==> config.mk <==
export PLATFORM = sky130hd
export DESIGN_NAME = cal_and_test_pattern_ctrl
export DESIGN_NICKNAME = d
export VERILOG_FILES = /design/src/rtl/cal_trigger_filter.v /design/src/rtl/cal_and_test_pattern_ctrl.v
export VERILOG_INCLUDE_DIRS = /design/src /design/src/rtl
export SDC_FILE = /design/constraint.sdc
export NUM_CORES = 1
export LEC_CHECK = 0
export BUFFER_PORTS_ARGS = -buffer_cell sky130_fd_sc_hd__buf_4
export CAP_MARGIN = 30
export CORE_MARGIN = 2
export CORE_UTILIZATION = 55
export CTS_CLUSTER_SIZE = 30
export DETAILED_ROUTE_END_ITERATION = 16
export PLACE_DENSITY = 0.76
export SLEW_MARGIN = 10
export SYNTH_ARGS = -nofsm -noshare
export SYNTH_HDL_FRONTEND = slang
export SYNTH_SLANG_ARGS = --single-unit
==> constraint.sdc <==
create_clock -name pclk -period 3.56 [get_ports pclk]
set_input_delay 0.712 -clock pclk [delete_from_list [all_inputs] [get_ports pclk]]
set_output_delay 0.712 -clock pclk [all_outputs]
set_load 0.03 [all_outputs]
==> src/rtl/cal_ctrl_defs.vh <==
// register map, field positions, reset values, pattern words and timing defaults for the calibration block
// Overview of operation
// - I port repeats ten-slot 001h/3FEh pattern.
// - Q port shows 000h/3FFh in matching slots.
// - both over-range bits follow slot high/low.
// - same calibration procedure for pin or bit.
// - forwarded data strobe keeps toggling during calibration.
// - data and over-range outputs low while calibrating.
// - pin start only after filtered low-then-high trigger.
// - bit 15 at 0h also starts, extended mode.
// - dedicated running flag output shows calibration active.
// - resistor trim phase, then bias linearity phase.
// - select bit 4h/14 default one, chooses trim.
// - both shutdowns pause calibration, resume on power-up.
`ifndef CAL_CTRL_DEFS_VH
`define CAL_CTRL_DEFS_VH

// byte addresses of the registers
`define CTRL_ADDR 8'h00
`define SEQ_ADDR 8'h04
`define STATUS_ADDR 8'h08
`define IRQ_STAT_ADDR 8'h0c
`define IRQ_MASK_ADDR 8'h10

// control register fields
`define CTRL_TP_EN_BIT 0
`define CTRL_ECM_BIT 1
`define CTRL_ISD_BIT 2
`define CTRL_QSD_BIT 3
`define CTRL_CAL_BIT 15

// sequence register fields
`define SEQ_DUR_LSB 0
`define SEQ_DUR_MSB 1
`define SEQ_CSS_BIT 14
`define SEQ_CSS_RST 1'b1
`define SEQ_DUR_RST 2'h0

// interrupt event bits
`define EV_DONE 0
`define EV_START 1
`define EV_PIN 2
`define EV_W 3

// test pattern words and slot map (bit n is slot n, one means high)
`define TP_I_LO 10'h001
`define TP_I_HI 10'h3fe
`define TP_Q_LO 10'h000
`define TP_Q_HI 10'h3ff
`define TP_MASK 10'h3ac
`define TP_LAST 4'h9

// timing defaults, in sample-clock cycles
`define CAL_LOW_MIN 16'h0010
`define CAL_HIGH_MIN 16'h0010
`define RIN_TRIM_CYCLES 20'h00200
`define LIN_CYCLES_0 20'h01000
`define LIN_CYCLES_1 20'h00800
`define LIN_CYCLES_2 20'h00400

`endif

==> src/rtl/cal_trigger_filter.v <==
// glitch filter that turns a long-low then long-high trigger level into one start pulse
module cal_trigger_filter #(
    parameter CNT_W = 16,
    parameter [CNT_W-1:0] LOW_MIN = 16,
    parameter [CNT_W-1:0] HIGH_MIN = 16
) (
    input wire pclk,
    input wire presetn,
    input wire clk_en,
    input wire tick,
    input wire level,
    output reg fire_r
);

reg [CNT_W-1:0] low_cnt_r;  // sample cycles seen low
reg [CNT_W-1:0] high_cnt_r; // sample cycles seen high after arming
reg armed_r;                // low phase long enough

// counts advance only on sample-clock ticks so limits are in input cycles
always @(posedge pclk or negedge presetn) begin
    if (!presetn) begin
        low_cnt_r <= {CNT_W{1'b0}};
        high_cnt_r <= {CNT_W{1'b0}};
        armed_r <= 1'b0;
        fire_r <= 1'b0;
    end else if (clk_en) begin
        fire_r <= 1'b0;
        if (tick) begin
            if (!level) begin
                // low phase: a short high before this restarts the high count
                high_cnt_r <= {CNT_W{1'b0}};
                if (low_cnt_r != LOW_MIN)
                    low_cnt_r <= low_cnt_r + 1'b1;
                if (low_cnt_r + 1'b1 >= LOW_MIN)
                    armed_r <= 1'b1;
            end else if (armed_r) begin
                // high phase after a valid low phase
                if (high_cnt_r + 1'b1 >= HIGH_MIN) begin
                    fire_r <= 1'b1;
                    armed_r <= 1'b0;
                    low_cnt_r <= {CNT_W{1'b0}};
                    high_cnt_r <= {CNT_W{1'b0}};
                end else begin
                    high_cnt_r <= high_cnt_r + 1'b1;
                end
            end else begin
                // high before a full low phase: a glitch, start over
                low_cnt_r <= {CNT_W{1'b0}};
            end
        end
    end
end

endmodule

==> src/rtl/cal_and_test_pattern_ctrl.v <==
// calibration sequencer, test pattern generator and output forcing with an apb register slave
`include "cal_ctrl_defs.vh"

module cal_and_test_pattern_ctrl #(
    parameter [15:0] CAL_LOW_MIN = `CAL_LOW_MIN,
    parameter [15:0] CAL_HIGH_MIN = `CAL_HIGH_MIN,
    parameter [19:0] RIN_TRIM_CYCLES = `RIN_TRIM_CYCLES,
    parameter [19:0] LIN_CYCLES_0 = `LIN_CYCLES_0,
    parameter [19:0] LIN_CYCLES_1 = `LIN_CYCLES_1,
    parameter [19:0] LIN_CYCLES_2 = `LIN_CYCLES_2
) (
    input wire pclk,
    input wire presetn,
    input wire clk_en,
    // apb slave
    input wire psel,
    input wire penable,
    input wire pwrite,
    input wire [7:0] paddr,
    input wire [31:0] pwdata,
    output reg [31:0] prdata_r,
    output reg pready_r,
    output reg pslverr_r,
    // pins from outside the clock domain
    input wire sample_clk,
    input wire cal_trigger_pin,
    input wire i_channel_shutdown,
    input wire q_channel_shutdown,
    // converter data, same clock domain
    input wire [9:0] i_data_in,
    input wire [9:0] q_data_in,
    input wire i_or_in,
    input wire q_or_in,
    // capture side
    output reg [9:0] i_data_out_r,
    output reg [9:0] q_data_out_r,
    output reg i_overrange_out,
    output reg q_overrange_out,
    output reg forwarded_data_strobe,
    // calibration status and analog trim controls
    output reg trim_active_flag,
    output reg rin_trim_active_r,
    output reg bias_trim_active_r,
    output reg powered_down_r,
    output reg irq_r
);

// calibration states
localparam [1:0] ST_IDLE = 2'b00;
localparam [1:0] ST_RIN = 2'b01;
localparam [1:0] ST_LIN = 2'b10;

// synchronisers, the first stage feeds only the second
reg smp_s1_r, smp_s2_r, smp_prev_r; // sample clock and edge history
reg pin_s1_r, pin_s2_r;             // calibration trigger pin
reg pdi_s1_r, pdi_s2_r;             // i channel shutdown pin
reg pdq_s1_r, pdq_s2_r;             // q channel shutdown pin

// control and configuration registers
reg tp_en_r;                        // test pattern enable
reg extended_control_mode;          // register trigger allowed
reg i_sd_reg_r, q_sd_reg_r;         // register shutdown bits
reg trim_sequence_select;           // one: trim resistors first
reg [1:0] linearity_duration_select;
reg [`EV_W-1:0] irq_stat_r;         // sticky events
reg [`EV_W-1:0] irq_mask_r;         // one lets an event through

// sequencer
reg [1:0] state_r;
reg [1:0] state_nxt;
reg [19:0] cnt_r;                   // sample ticks left in phase
reg [19:0] cnt_nxt;
reg [19:0] lin_len_r;               // linearity length latched at start
reg [3:0] slot_r;                   // test pattern slot

wire sample_rise;                   // one pclk pulse per sample cycle
wire pin_fire;                      // filtered pin trigger
wire apb_acc;
wire apb_done;
wire apb_wr;
wire wr_ctrl;
wire reg_cal_req;
wire cal_req;
wire start_now;
wire done_now;
wire both_down;
wire [9:0] tp_mask;
wire tp_hi;
reg [31:0] rd_val;
reg addr_hit;
reg [19:0] lin_len_sel;

assign sample_rise = smp_s2_r & ~smp_prev_r;
assign tp_mask = `TP_MASK;
assign tp_hi = tp_mask[slot_r];

// two-stage synchronisers plus edge history, frozen with the clock enable
always @(posedge pclk or negedge presetn) begin
    if (!presetn) begin
        smp_s1_r <= 1'b0;
        smp_s2_r <= 1'b0;
        smp_prev_r <= 1'b0;
        pin_s1_r <= 1'b1;
        pin_s2_r <= 1'b1;
        pdi_s1_r <= 1'b0;
        pdi_s2_r <= 1'b0;
        pdq_s1_r <= 1'b0;
        pdq_s2_r <= 1'b0;
    end else if (clk_en) begin
        smp_s1_r <= sample_clk;
        smp_s2_r <= smp_s1_r;
        smp_prev_r <= smp_s2_r;
        pin_s1_r <= cal_trigger_pin;
        pin_s2_r <= pin_s1_r;
        pdi_s1_r <= i_channel_shutdown;
        pdi_s2_r <= pdi_s1_r;
        pdq_s1_r <= q_channel_shutdown;
        pdq_s2_r <= pdq_s1_r;
    end
end

// forwarded strobe follows the sample clock, never gated by calibration
always @(posedge pclk or negedge presetn) begin
    if (!presetn)
        forwarded_data_strobe <= 1'b0;
    else if (clk_en)
        forwarded_data_strobe <= smp_s2_r;
end

// pin trigger filter, counting in sample-clock cycles
cal_trigger_filter #(
    .CNT_W(16),
    .LOW_MIN(CAL_LOW_MIN),
    .HIGH_MIN(CAL_HIGH_MIN)
) u_trig_filter (
    .pclk(pclk),
    .presetn(presetn),
    .clk_en(clk_en),
    .tick(sample_rise),
    .level(pin_s2_r),
    .fire_r(pin_fire)
);

// apb: one wait state, pready comes from a flop
assign apb_acc = psel & penable;
assign apb_done = apb_acc & pready_r;
assign apb_wr = apb_done & pwrite;
assign wr_ctrl = apb_wr & (paddr == `CTRL_ADDR);

// register trigger only counts in extended control mode
assign reg_cal_req = wr_ctrl & pwdata[`CTRL_CAL_BIT] & extended_control_mode;
// both sources meet here, so the procedure cannot depend on the source
assign cal_req = pin_fire | reg_cal_req;
// a request during a running calibration is ignored
assign start_now = cal_req & (state_r == ST_IDLE);
// power-down pins are or'd with the register bits
assign both_down = (pdi_s2_r | i_sd_reg_r) & (pdq_s2_r | q_sd_reg_r);

// read mux and address decode
always @* begin
    rd_val = 32'h0000_0000;
    addr_hit = 1'b1;
    if (paddr == `CTRL_ADDR) begin
        rd_val[`CTRL_TP_EN_BIT] = tp_en_r;
        rd_val[`CTRL_ECM_BIT] = extended_control_mode;
        rd_val[`CTRL_ISD_BIT] = i_sd_reg_r;
        rd_val[`CTRL_QSD_BIT] = q_sd_reg_r;
        rd_val[`CTRL_CAL_BIT] = trim_active_flag; // trigger bit reads back running
    end else if (paddr == `SEQ_ADDR) begin
        rd_val[`SEQ_CSS_BIT] = trim_sequence_select;
        rd_val[`SEQ_DUR_MSB:`SEQ_DUR_LSB] = linearity_duration_select;
    end else if (paddr == `STATUS_ADDR) begin
        rd_val[0] = trim_active_flag;
        rd_val[1] = rin_trim_active_r;
        rd_val[2] = bias_trim_active_r;
        rd_val[3] = powered_down_r;
        rd_val[7:4] = slot_r;
    end else if (paddr == `IRQ_STAT_ADDR) begin
        rd_val[`EV_W-1:0] = irq_stat_r;
    end else if (paddr == `IRQ_MASK_ADDR) begin
        rd_val[`EV_W-1:0] = irq_mask_r;
    end else begin
        addr_hit = 1'b0; // unmapped: zero data and an error
    end
end

// apb answer flops: pready one cycle into the access phase
always @(posedge pclk or negedge presetn) begin
    if (!presetn) begin
        pready_r <= 1'b0;
        pslverr_r <= 1'b0;
        prdata_r <= 32'h0000_0000;
    end else if (clk_en) begin
        pready_r <= apb_acc & ~pready_r;
        pslverr_r <= apb_acc & ~pready_r & ~addr_hit;
        if (apb_acc & ~pready_r & ~pwrite)
            prdata_r <= rd_val;
        else if (!apb_acc)
            prdata_r <= 32'h0000_0000;
    end
end

// writable registers, taken at the completing edge only
always @(posedge pclk or negedge presetn) begin
    if (!presetn) begin
        tp_en_r <= 1'b0;
        extended_control_mode <= 1'b0;
        i_sd_reg_r <= 1'b0;
        q_sd_reg_r <= 1'b0;
        trim_sequence_select <= `SEQ_CSS_RST;
        linearity_duration_select <= `SEQ_DUR_RST;
        irq_mask_r <= {`EV_W{1'b0}};
    end else if (clk_en && apb_wr) begin
        if (paddr == `CTRL_ADDR) begin
            tp_en_r <= pwdata[`CTRL_TP_EN_BIT];
            extended_control_mode <= pwdata[`CTRL_ECM_BIT];
            i_sd_reg_r <= pwdata[`CTRL_ISD_BIT];
            q_sd_reg_r <= pwdata[`CTRL_QSD_BIT];
        end else if (paddr == `SEQ_ADDR) begin
            trim_sequence_select <= pwdata[`SEQ_CSS_BIT];
            linearity_duration_select <= pwdata[`SEQ_DUR_MSB:`SEQ_DUR_LSB];
        end else if (paddr == `IRQ_MASK_ADDR) begin
            irq_mask_r <= pwdata[`EV_W-1:0];
        end
    end
end

// linearity length from the duration code; the unavailable code acts as the shortest
always @* begin
    case (linearity_duration_select)
        2'b00: lin_len_sel = LIN_CYCLES_0;
        2'b01: lin_len_sel = LIN_CYCLES_1;
        default: lin_len_sel = LIN_CYCLES_2;
    endcase
end

assign done_now = (state_r == ST_LIN) & sample_rise & ~both_down & (cnt_r == 20'h00000);

// sequencer next state; phase counters advance per sample cycle
always @* begin
    state_nxt = state_r;
    cnt_nxt = cnt_r;
    case (state_r)
        ST_IDLE: begin
            if (start_now) begin
                if (trim_sequence_select) begin
                    state_nxt = ST_RIN;
                    cnt_nxt = RIN_TRIM_CYCLES - 20'h00001;
                end else begin
                    state_nxt = ST_LIN;
                    cnt_nxt = lin_len_sel - 20'h00001;
                end
            end
        end
        ST_RIN: begin
            // both channels down: counting stops until one comes back
            if (sample_rise && !both_down) begin
                if (cnt_r == 20'h00000) begin
                    state_nxt = ST_LIN;
                    cnt_nxt = lin_len_r - 20'h00001;
                end else begin
                    cnt_nxt = cnt_r - 20'h00001;
                end
            end
        end
        ST_LIN: begin
            if (sample_rise && !both_down) begin
                if (cnt_r == 20'h00000)
                    state_nxt = ST_IDLE;
                else
                    cnt_nxt = cnt_r - 20'h00001;
            end
        end
        default: begin
            state_nxt = ST_IDLE;
            cnt_nxt = 20'h00000;
        end
    endcase
end

// sequencer state, trim controls and running flag
always @(posedge pclk or negedge presetn) begin
    if (!presetn) begin
        state_r <= ST_IDLE;
        cnt_r <= 20'h00000;
        lin_len_r <= 20'h00000;
        trim_active_flag <= 1'b0;
        rin_trim_active_r <= 1'b0;
        bias_trim_active_r <= 1'b0;
        powered_down_r <= 1'b0;
    end else if (clk_en) begin
        state_r <= state_nxt;
        cnt_r <= cnt_nxt;
        // settings are latched so a mid-run write cannot change this run
        if (start_now)
            lin_len_r <= lin_len_sel;
        // flag high from the start edge to the completion edge
        trim_active_flag <= (state_nxt != ST_IDLE);
        rin_trim_active_r <= (state_nxt == ST_RIN) & ~both_down;
        bias_trim_active_r <= (state_nxt == ST_LIN) & ~both_down;
        powered_down_r <= both_down;
    end
end

// test pattern slot: runs while enabled, restarts after the tenth word
always @(posedge pclk or negedge presetn) begin
    if (!presetn) begin
        slot_r <= 4'h0;
    end else if (clk_en) begin
        if (!tp_en_r)
            slot_r <= 4'h0;
        else if (sample_rise)
            slot_r <= (slot_r == `TP_LAST) ? 4'h0 : slot_r + 4'h1;
    end
end

// output words: forced low during calibration, else pattern or live data
always @(posedge pclk or negedge presetn) begin
    if (!presetn) begin
        i_data_out_r <= 10'h000;
        q_data_out_r <= 10'h000;
        i_overrange_out <= 1'b0;
        q_overrange_out <= 1'b0;
    end else if (clk_en) begin
        if (start_now || (state_r != ST_IDLE && !done_now)) begin
            // forcing acts at once, not only on a sample edge
            i_data_out_r <= 10'h000;
            q_data_out_r <= 10'h000;
            i_overrange_out <= 1'b0;
            q_overrange_out <= 1'b0;
        end else if (sample_rise) begin
            if (tp_en_r) begin
                i_data_out_r <= tp_hi ? `TP_I_HI : `TP_I_LO;
                q_data_out_r <= tp_hi ? `TP_Q_HI : `TP_Q_LO;
                i_overrange_out <= tp_hi;
                q_overrange_out <= tp_hi;
            end else begin
                i_data_out_r <= i_data_in;
                q_data_out_r <= q_data_in;
                i_overrange_out <= i_or_in;
                q_overrange_out <= q_or_in;
            end
        end
    end
end

// sticky events, a set in the clearing cycle wins; level interrupt
always @(posedge pclk or negedge presetn) begin
    if (!presetn) begin
        irq_stat_r <= {`EV_W{1'b0}};
        irq_r <= 1'b0;
    end else if (clk_en) begin
        irq_stat_r <= (irq_stat_r & ~((apb_wr && paddr == `IRQ_STAT_ADDR) ? pwdata[`EV_W-1:0] : {`EV_W{1'b0}}))
                      | {pin_fire, start_now, done_now};
        irq_r <= |(irq_stat_r & irq_mask_r);
    end
end

endmodule

# Word level (Yosys, flattened, before mapping)

Memories as Yosys holds them, arrays and structs flattened.
Cells that the tools add are included.

$lt $le $gt $ge: 3
Equality and inequality tests: 19
Add/sub/neg operators: 6
Bitwise gates (word level): 31
Reductions and logical operators: 28
Multiplexer cells: 67

Operators with widths:

| cell                                                    | count |
|---|---|
| 2-to-1 mux 20 bit                                       | 6 |
| 2-to-1 mux 16 bit                                       | 7 |
| 2-to-1 mux 10 bit                                       | 8 |
| 2-to-1 mux 32 bit                                       | 2 |
| one-hot mux 20 bit (3 select lines)                     | 1 |
| subtractor 20 x 1 -> 20 bit (second input constant)     | 3 |
| adder 16 x 1 -> 16 bit (second input constant)          | 2 |
| >= comparator 16 x 5 -> 1 bit (second input constant)   | 2 |
| one-hot mux 13 bit (2 select lines)                     | 1 |
| 2-to-1 mux 1 bit                                        | 23 |
| zero test 20 bit                                        | 1 |
| 2-to-1 mux 4 bit                                        | 5 |
| bitwise AND 1 bit                                       | 17 |
| equality test 8 x 4 -> 1 bit (second input constant)    | 2 |
| inequality test 16 x 5 -> 1 bit (second input constant) | 1 |
| 2-to-1 mux 2 bit                                        | 7 |
| 2-to-1 mux 3 bit                                        | 4 |
| AND reduction 2 bit                                     | 5 |
| nonzero test 2 bit                                      | 5 |
| AND reduction 3 bit                                     | 3 |
| equality test 8 x 3 -> 1 bit (second input constant)    | 1 |
| equality test 8 x 5 -> 1 bit (second input constant)    | 1 |
| zero test 8 bit                                         | 1 |
| inequality test 2 x 1 -> 1 bit (second input constant)  | 4 |
| other kinds (22)                                        | 42 |

Memory bits (read-only): 16
Register bits: 163
Input port bits: 72
Output and inout bits: 62
Word-level logic and storage cells: 192
Memories kept: 1

Memory list:

| memory          | words | width | read ports | clocked after memory_dff | write ports | line                           | text |
|---|---|---|---|---|---|---|---|
| (no name shown) | 16    | 1     | 1          | 0                        | 0           | cal_and_test_pattern_ctrl.v:95 | `assign tp_hi = tp_mask[slot_r];` |

# Logic depth before layout (Yosys ltp)

Word-level depth: 12
Gate-level depth with buffers: 9
Depth with buffers taken out: 8

# Cells and area by module

From an unflattened synthesis, not the netlist that was laid out.

Cell total of the unflattened synthesis: 757
Area, all modules: 7,135.6 um^2

By module, submodules not included:

| module                    | sequential area each (um^2) | area an instance (um^2) | instances | cells each |
|---|---|---|---|---|
| cal_and_test_pattern_ctrl | 2,255.9                     | 4,969.8                 | 1         | 521 |
| cal_trigger_filter        | 850.8                       | 2,165.8                 | 1         | 236 |

# Least setup slack after synthesis

No wires, ideal clock.

Path type: input to register
Start point: input paddr[0]
End point: register cnt_r[11]
Arrival: 2,371 ps
Cell stages on the path: 7
Setup time: 126 ps
Path buffers: 1
Setup slack: 1,063 ps
Data required time: 3,434 ps
Path through: or4_4 > nor4b_4 > a41o_2 > o31a_2 > buf_6 > o21ai_0 > o2bb2ai_1

Word-level cells in the longest chain between the ends: 8

RTL lines:

| what                                   | line                            | text |
|---|---|---|
| from (decl)                            | cal_and_test_pattern_ctrl.v:19  | `input wire [7:0] paddr,` |
| zero test 8 bit (no source line)       | --                              |  |
| bitwise AND 1 bit                      | cal_and_test_pattern_ctrl.v:148 | `` assign wr_ctrl = apb_wr & (paddr == `CTRL_ADDR); `` |
| bitwise AND 1 bit (2 in series)        | cal_and_test_pattern_ctrl.v:151 | `` assign reg_cal_req = wr_ctrl & pwdata[`CTRL_CAL_BIT] & extended_control_mode; `` |
| bitwise OR 1 bit                       | cal_and_test_pattern_ctrl.v:153 | `assign cal_req = pin_fire \| reg_cal_req;` |
| bitwise AND 1 bit                      | cal_and_test_pattern_ctrl.v:155 | `assign start_now = cal_req & (state_r == ST_IDLE);` |
| inequality test 2 bit (no source line) | --                              |  |
| AND reduction 5 bit (no source line)   | --                              |  |
| to (signal assigned)                   | cal_and_test_pattern_ctrl.v:293 | `cnt_r <= cnt_nxt;` |
| to (decl)                              | cal_and_test_pattern_ctrl.v:71  | `reg [19:0] cnt_r;` |

No other way between the ends.
A chain may end at the register's enable or synchronous reset.

# Worst setup path after layout

Start point: register cnt_r[9]
End point: register i_data_out_r[4]

Word-level cells in the longest chain between the ends: 7
Elaborated cells on any way between the ends: 8
Those cells by class: mux (1); bitwise (1); reduce/logical (6)

RTL lines:

| what                                 | line                            | text |
|---|---|---|
| zero test 20 bit *                   | cal_and_test_pattern_ctrl.v:237 | `assign done_now = (state_r == ST_LIN) & sample_rise & ~both_down & (cnt_r == 20'h00000);` |
| bitwise AND 1 bit *                  | cal_and_test_pattern_ctrl.v:237 |  |
| zero test 1 bit *                    | cal_and_test_pattern_ctrl.v:325 | `if (start_now \|\| (state_r != ST_IDLE && !done_now)) begin` |
| logical AND 1 bit *                  | cal_and_test_pattern_ctrl.v:325 |  |
| logical OR 1 bit *                   | cal_and_test_pattern_ctrl.v:325 |  |
| nonzero test 2 bit (no source line)  | --                              |  |
| AND reduction 2 bit (no source line) | --                              |  |
| to (signal assigned)                 | cal_and_test_pattern_ctrl.v:333 | `` i_data_out_r <= tp_hi ? `TP_I_HI : `TP_I_LO; `` |
| to (signal assigned)                 | cal_and_test_pattern_ctrl.v:338 | `i_data_out_r <= i_data_in;` |
| to (decl)                            | cal_and_test_pattern_ctrl.v:35  | `output reg [9:0] i_data_out_r,` |

Mark *: on every way between the ends. The rest lies on a longest branch, timed or not.

==> flow_results.xml <==
<?xml version="1.0" encoding="UTF-8"?>
<metrics>
  <group name="floorplanning">
    <metric name="floorplan.die.height" unit="um">117</metric>
    <metric name="die_area" unit="um2">13800</metric>
    <metric name="top_level_ports" unit="">134</metric>
    <metric name="die_w" unit="um">117</metric>
    <metric name="fp-row-count" unit="">41</metric>
    <metric name="core-area" unit="um2">12600</metric>
    <metric name="initial_utilization" unit="%">56.2</metric>
  </group>
  <group name="timing">
    <metric name="layout_min_cycle_time" unit="ns">2.74</metric>
    <metric name="finalHoldViolCount" unit="">0</metric>
    <metric name="fmax" unit="MHz">365</metric>
    <metric name="rsz_0062_raised_after_global_routing" unit="">no</metric>
    <metric name="report.final.slew_viol_count" unit="">0</metric>
    <metric name="final_hold_slack" unit="ns">0.136</metric>
    <metric name="maxSlewHeadroom" unit="%">37.9</metric>
    <metric name="max_slew.worst_pin.slew" unit="ns">0.932</metric>
    <metric name="clock-skew-final" unit="ns">0.0115</metric>
    <metric name="finalSetupViolCount" unit="">0</metric>
    <metric name="tns" unit="ns">0</metric>
    <metric name="period_share" unit="%">77.0</metric>
  </group>
  <group name="synth">
    <metric name="per_instance_average_area_after_synthesis" unit="um2">9.54</metric>
    <metric name="netlist-cell-type-count" unit="">87</metric>
    <metric name="postSynthRegisterBits" unit="">124</metric>
    <metric name="synth_top_cells_by_area" unit="">sky130_fd_sc_hd__dfrtp_1 43%, sky130_fd_sc_hd__nand2_1 3.8%, sky130_fd_sc_hd__o21ai_0 3.8%, sky130_fd_sc_hd__mux2_2 3.7%, sky130_fd_sc_hd__nor2_1 3.1%</metric>
    <metric name="share_of_the_synthesized_area_in_the_top_cell_type" unit="%">42.9</metric>
    <metric name="synth-edff-count" unit="">0</metric>
    <metric name="synthCells" unit="">740</metric>
    <metric name="async_s_r_ff_share_synth" unit="%">100</metric>
    <metric name="synth_top_flop_cell" unit="">sky130_fd_sc_hd__dfrtp_1</metric>
    <metric name="post_synth_instance_area" unit="um2">7060</metric>
    <metric name="yosysWarnings" unit="">0</metric>
    <metric name="synth_sequential_area_ratio" unit="%">44.0</metric>
    <metric name="yosys.area.top_type" unit="">sky130_fd_sc_hd__dfrtp_1</metric>
  </group>
  <group name="critical_path">
    <metric name="cpMaxStageDelayCell" unit="">sky130_fd_sc_hd__nand3_1</metric>
    <metric name="total_buffers_and_inverters_traversed_by_the_critical_path" unit="">0</metric>
    <metric name="crit_fanout" unit="">21</metric>
    <metric name="end_kind" unit="">register</metric>
    <metric name="critPathArrivalTime" unit="ns">3.06</metric>
    <metric name="cp-endpoint" unit="">i_data_out_r[4]</metric>
    <metric name="r2r_setup_slack" unit="ns">0.82</metric>
    <metric name="regToRegEndpoint" unit="">i_data_out_r[4]</metric>
    <metric name="worst_r2r_startpoint" unit="">cnt_r[9]</metric>
    <metric name="crit_type" unit="">register to register</metric>
    <metric name="path_cells" unit="">nor3_1 -&gt; nand3_1 -&gt; nor2_2 -&gt; a32o_1 -&gt; nand3_1 -&gt; o21ai_0</metric>
    <metric name="cp-start-kind" unit="">register</metric>
    <metric name="timing.critical_path.from" unit="">cnt_r[9]</metric>
    <metric name="timing.critical_path.slowest_cell_delay" unit="ns">0.49</metric>
    <metric name="cp.depth" unit="">6</metric>
    <metric name="critical-path-top-delay-family" unit="">simple AND/OR/NAND/NOR gates</metric>
    <metric name="rr_worst_depth" unit="">6</metric>
    <metric name="timing.critical_path.mode_cell" unit="">sky130_fd_sc_hd__nand3_1</metric>
    <metric name="cp_data_required_time" unit="ns">3.88</metric>
  </group>
  <group name="global_routing">
    <metric name="groute.layer.met2.usage" unit="%">40.9</metric>
    <metric name="via_count_of_the_first_global_routing_pass" unit="">5678</metric>
    <metric name="first_pass_grt_wire_length" unit="mm">28.1</metric>
    <metric name="track_usage" unit="%">24.9</metric>
    <metric name="grt_busiest_layer" unit="">met2</metric>
    <metric name="use_met3" unit="%">6.23</metric>
    <metric name="overflow" unit="">0</metric>
    <metric name="maximum_number_of_pins_on_one_net_before_global_route_repair" unit="">65</metric>
    <metric name="grtUsageMet1" unit="%">32.0</metric>
    <metric name="antenna_found_initial" unit="">0</metric>
  </group>
  <group name="placement">
    <metric name="io_buffers" unit="">85</metric>
    <metric name="dpl.hpwl" unit="mm">11.7</metric>
    <metric name="placed_cells" unit="">962</metric>
    <metric name="final_weighted_congestion_in_routability_driven_placement" unit="">0.856</metric>
  </group>
  <group name="detailed_routing">
    <metric name="routedWlPerCell" unit="um">16.8</metric>
    <metric name="dr.first_iter.drc_count" unit="">458</metric>
    <metric name="routed_via_density" unit="">6.05</metric>
    <metric name="drtPass1Iterations" unit="">7</metric>
    <metric name="remaining_drc_errors" unit="">0</metric>
    <metric name="dr_total_vias" unit="">6017</metric>
    <metric name="ant_nets" unit="">0</metric>
    <metric name="route.final.wire_length" unit="mm">16.7</metric>
  </group>
  <group name="clocking">
    <metric name="clockBufferDepth" unit="">2</metric>
    <metric name="post_cts_resize_count" unit="">0</metric>
    <metric name="cts_root_buffer" unit="">sky130_fd_sc_hd__clkbuf_16</metric>
    <metric name="clock_pin_slew_reported_for_the_worst_setup_and_hold_paths_after_clock_tree_synthesis" unit="ns">0.05</metric>
    <metric name="clock-sinks" unit="">124</metric>
    <metric name="postCtsSetupRepairBufs" unit="">0</metric>
    <metric name="clock_latency_at_the_later_pin_of_the_worst_skew_pair" unit="ns">0.43</metric>
    <metric name="tritoncts.num_buffers" unit="">17</metric>
    <metric name="postCtsHoldBufs" unit="">0</metric>
    <metric name="tritoncts" unit="">built</metric>
    <metric name="h-tree-depth" unit="">4</metric>
  </group>
  <group name="min_path">
    <metric name="worstHoldPathType" unit="">input port to async pin</metric>
  </group>
  <group name="final_layout">
    <metric name="final_stage_net_count" unit="">891</metric>
    <metric name="drive_gt1_share" unit="%">21.9</metric>
    <metric name="layout_common_cells" unit="">121 x sky130_fd_sc_hd__dfrtp_1, 89 x sky130_fd_sc_hd__buf_4, 71 x sky130_fd_sc_hd__nand2_1</metric>
    <metric name="layout.cells.most_common" unit="">sky130_fd_sc_hd__dfrtp_1</metric>
    <metric name="diodes" unit="">0</metric>
    <metric name="end_of_flow_core_utilization" unit="%">66.0</metric>
    <metric name="area_delta_synth_final" unit="%">17.5</metric>
    <metric name="fillerInstances" unit="">1018</metric>
    <metric name="finalNonFillerCells" unit="">995</metric>
  </group>
  <group name="flow_run">
    <metric name="max-cap-violations" unit="">0</metric>
  </group>
  <group name="power_and_ir_drop">
    <metric name="p_per_area" unit="nW/um2">615</metric>
    <metric name="irDropWorstVdd" unit="V">0.000493</metric>
    <metric name="p_leak" unit="uW">0.00361</metric>
  </group>
  <group name="outcome">
    <metric name="run_status" unit="">finished clean</metric>
  </group>
</metrics>
==> power breakdown <==
part           internal [uW]  switching, uW
combinational            497            796
clock                   1240            609
sequential              1670            289
total                   3410           1690
==> cell type report <==
cell class	count	area (um2)	area share (%)
inverter	24	90.1	1.09
multi-input combinational	552	3550	42.8
tap	172	215	2.59
sequential	124	3110	37.4
clock inverter	7	135	1.63
clock buffer	25	495	5.97
timing repair buffer	91	703	8.47
==> cells in the mapped netlist (all sizes together), types with 4 or more instances <==
cell type	instances
a21o	9
a21oi	35
a22o	10
a31oi	8
a32o	6
a41oi	4
and2	16
and3	10
and4	5
buf	38
clkbuf	22
dfrtp	121
ha	9
inv	23
mux2	23
mux2i	5
nand2	71
nand2b	4
nand3	28
nand4	18
nor2	61
nor3	36
nor4	12
o21ai	55
o22a	10
o22ai	4
o2bb2ai	15
o31a	4
o31ai	4
or3	8
or4	6
xnor2	5
==> cells by family after synthesis <==
kind of cell             synth area share [%]
adder cells (fa/ha/maj)                  1.59
buffers and inverters                    6.79
multiplexers                             5.01
XOR/XNOR                                0.992
other                                  0.0531
flip-flops                               44.0
AO/OA/AOI/OAI                            19.9
AND/OR/NAND/NOR                          21.7
==> stage by stage <==
stage / total power, uW / area (um2) / setup slack, ns
6_report: 5100 / 8300 / 0.820
3_3_place_gp: 3190 / 7650 / 0.531
5_1_grt: 5340 / 8300 / 0.605
3_5_place_dp: 3250 / 7650 / 0.461
4_1_cts: 5110 / 8290 / 0.635
2_1_floorplan: 2830 / 7140 / 1.06
==> flip-flops by register name, indices dropped and copies added, names as in the netlist, 2 cells and up <==
register	cells
linearity_duration_select	2
slot_r	4
lin_len_r	3
irq_stat_r	3
irq_mask_r	3
i_data_out_r	10
state_r	2
u_trig_filter.high_cnt_r	16
cnt_r	20
q_data_out_r	10
prdata_r	10
u_trig_filter.low_cnt_r	16
==> worst min path at each step <==
stage,start,to,slack [ns],depth (start not counted)
floorplan,presetn,bias_trim_active_r,0.42,0
global placement,i_data_out_r[5],i_data_out_r[5],0.47,2
detailed placement,i_data_out_r[2],i_data_out_r[2],0.47,2
CTS,presetn,u_trig_filter.low_cnt_r[8],0.12,1
global route,presetn,u_trig_filter.low_cnt_r[9],0.13,1
finish,presetn,u_trig_filter.high_cnt_r[11],0.14,1
==> routing by layer <==
metal | up-vias | share of wire, %
met1 | 2926 | 43
li1 | 2835 | -
met4 | 0 | 1.9
met2 | 220 | 50
met3 | 36 | 5.5
met5 | - | 0
No activity file was read; power rests on OpenSTA's default activity.
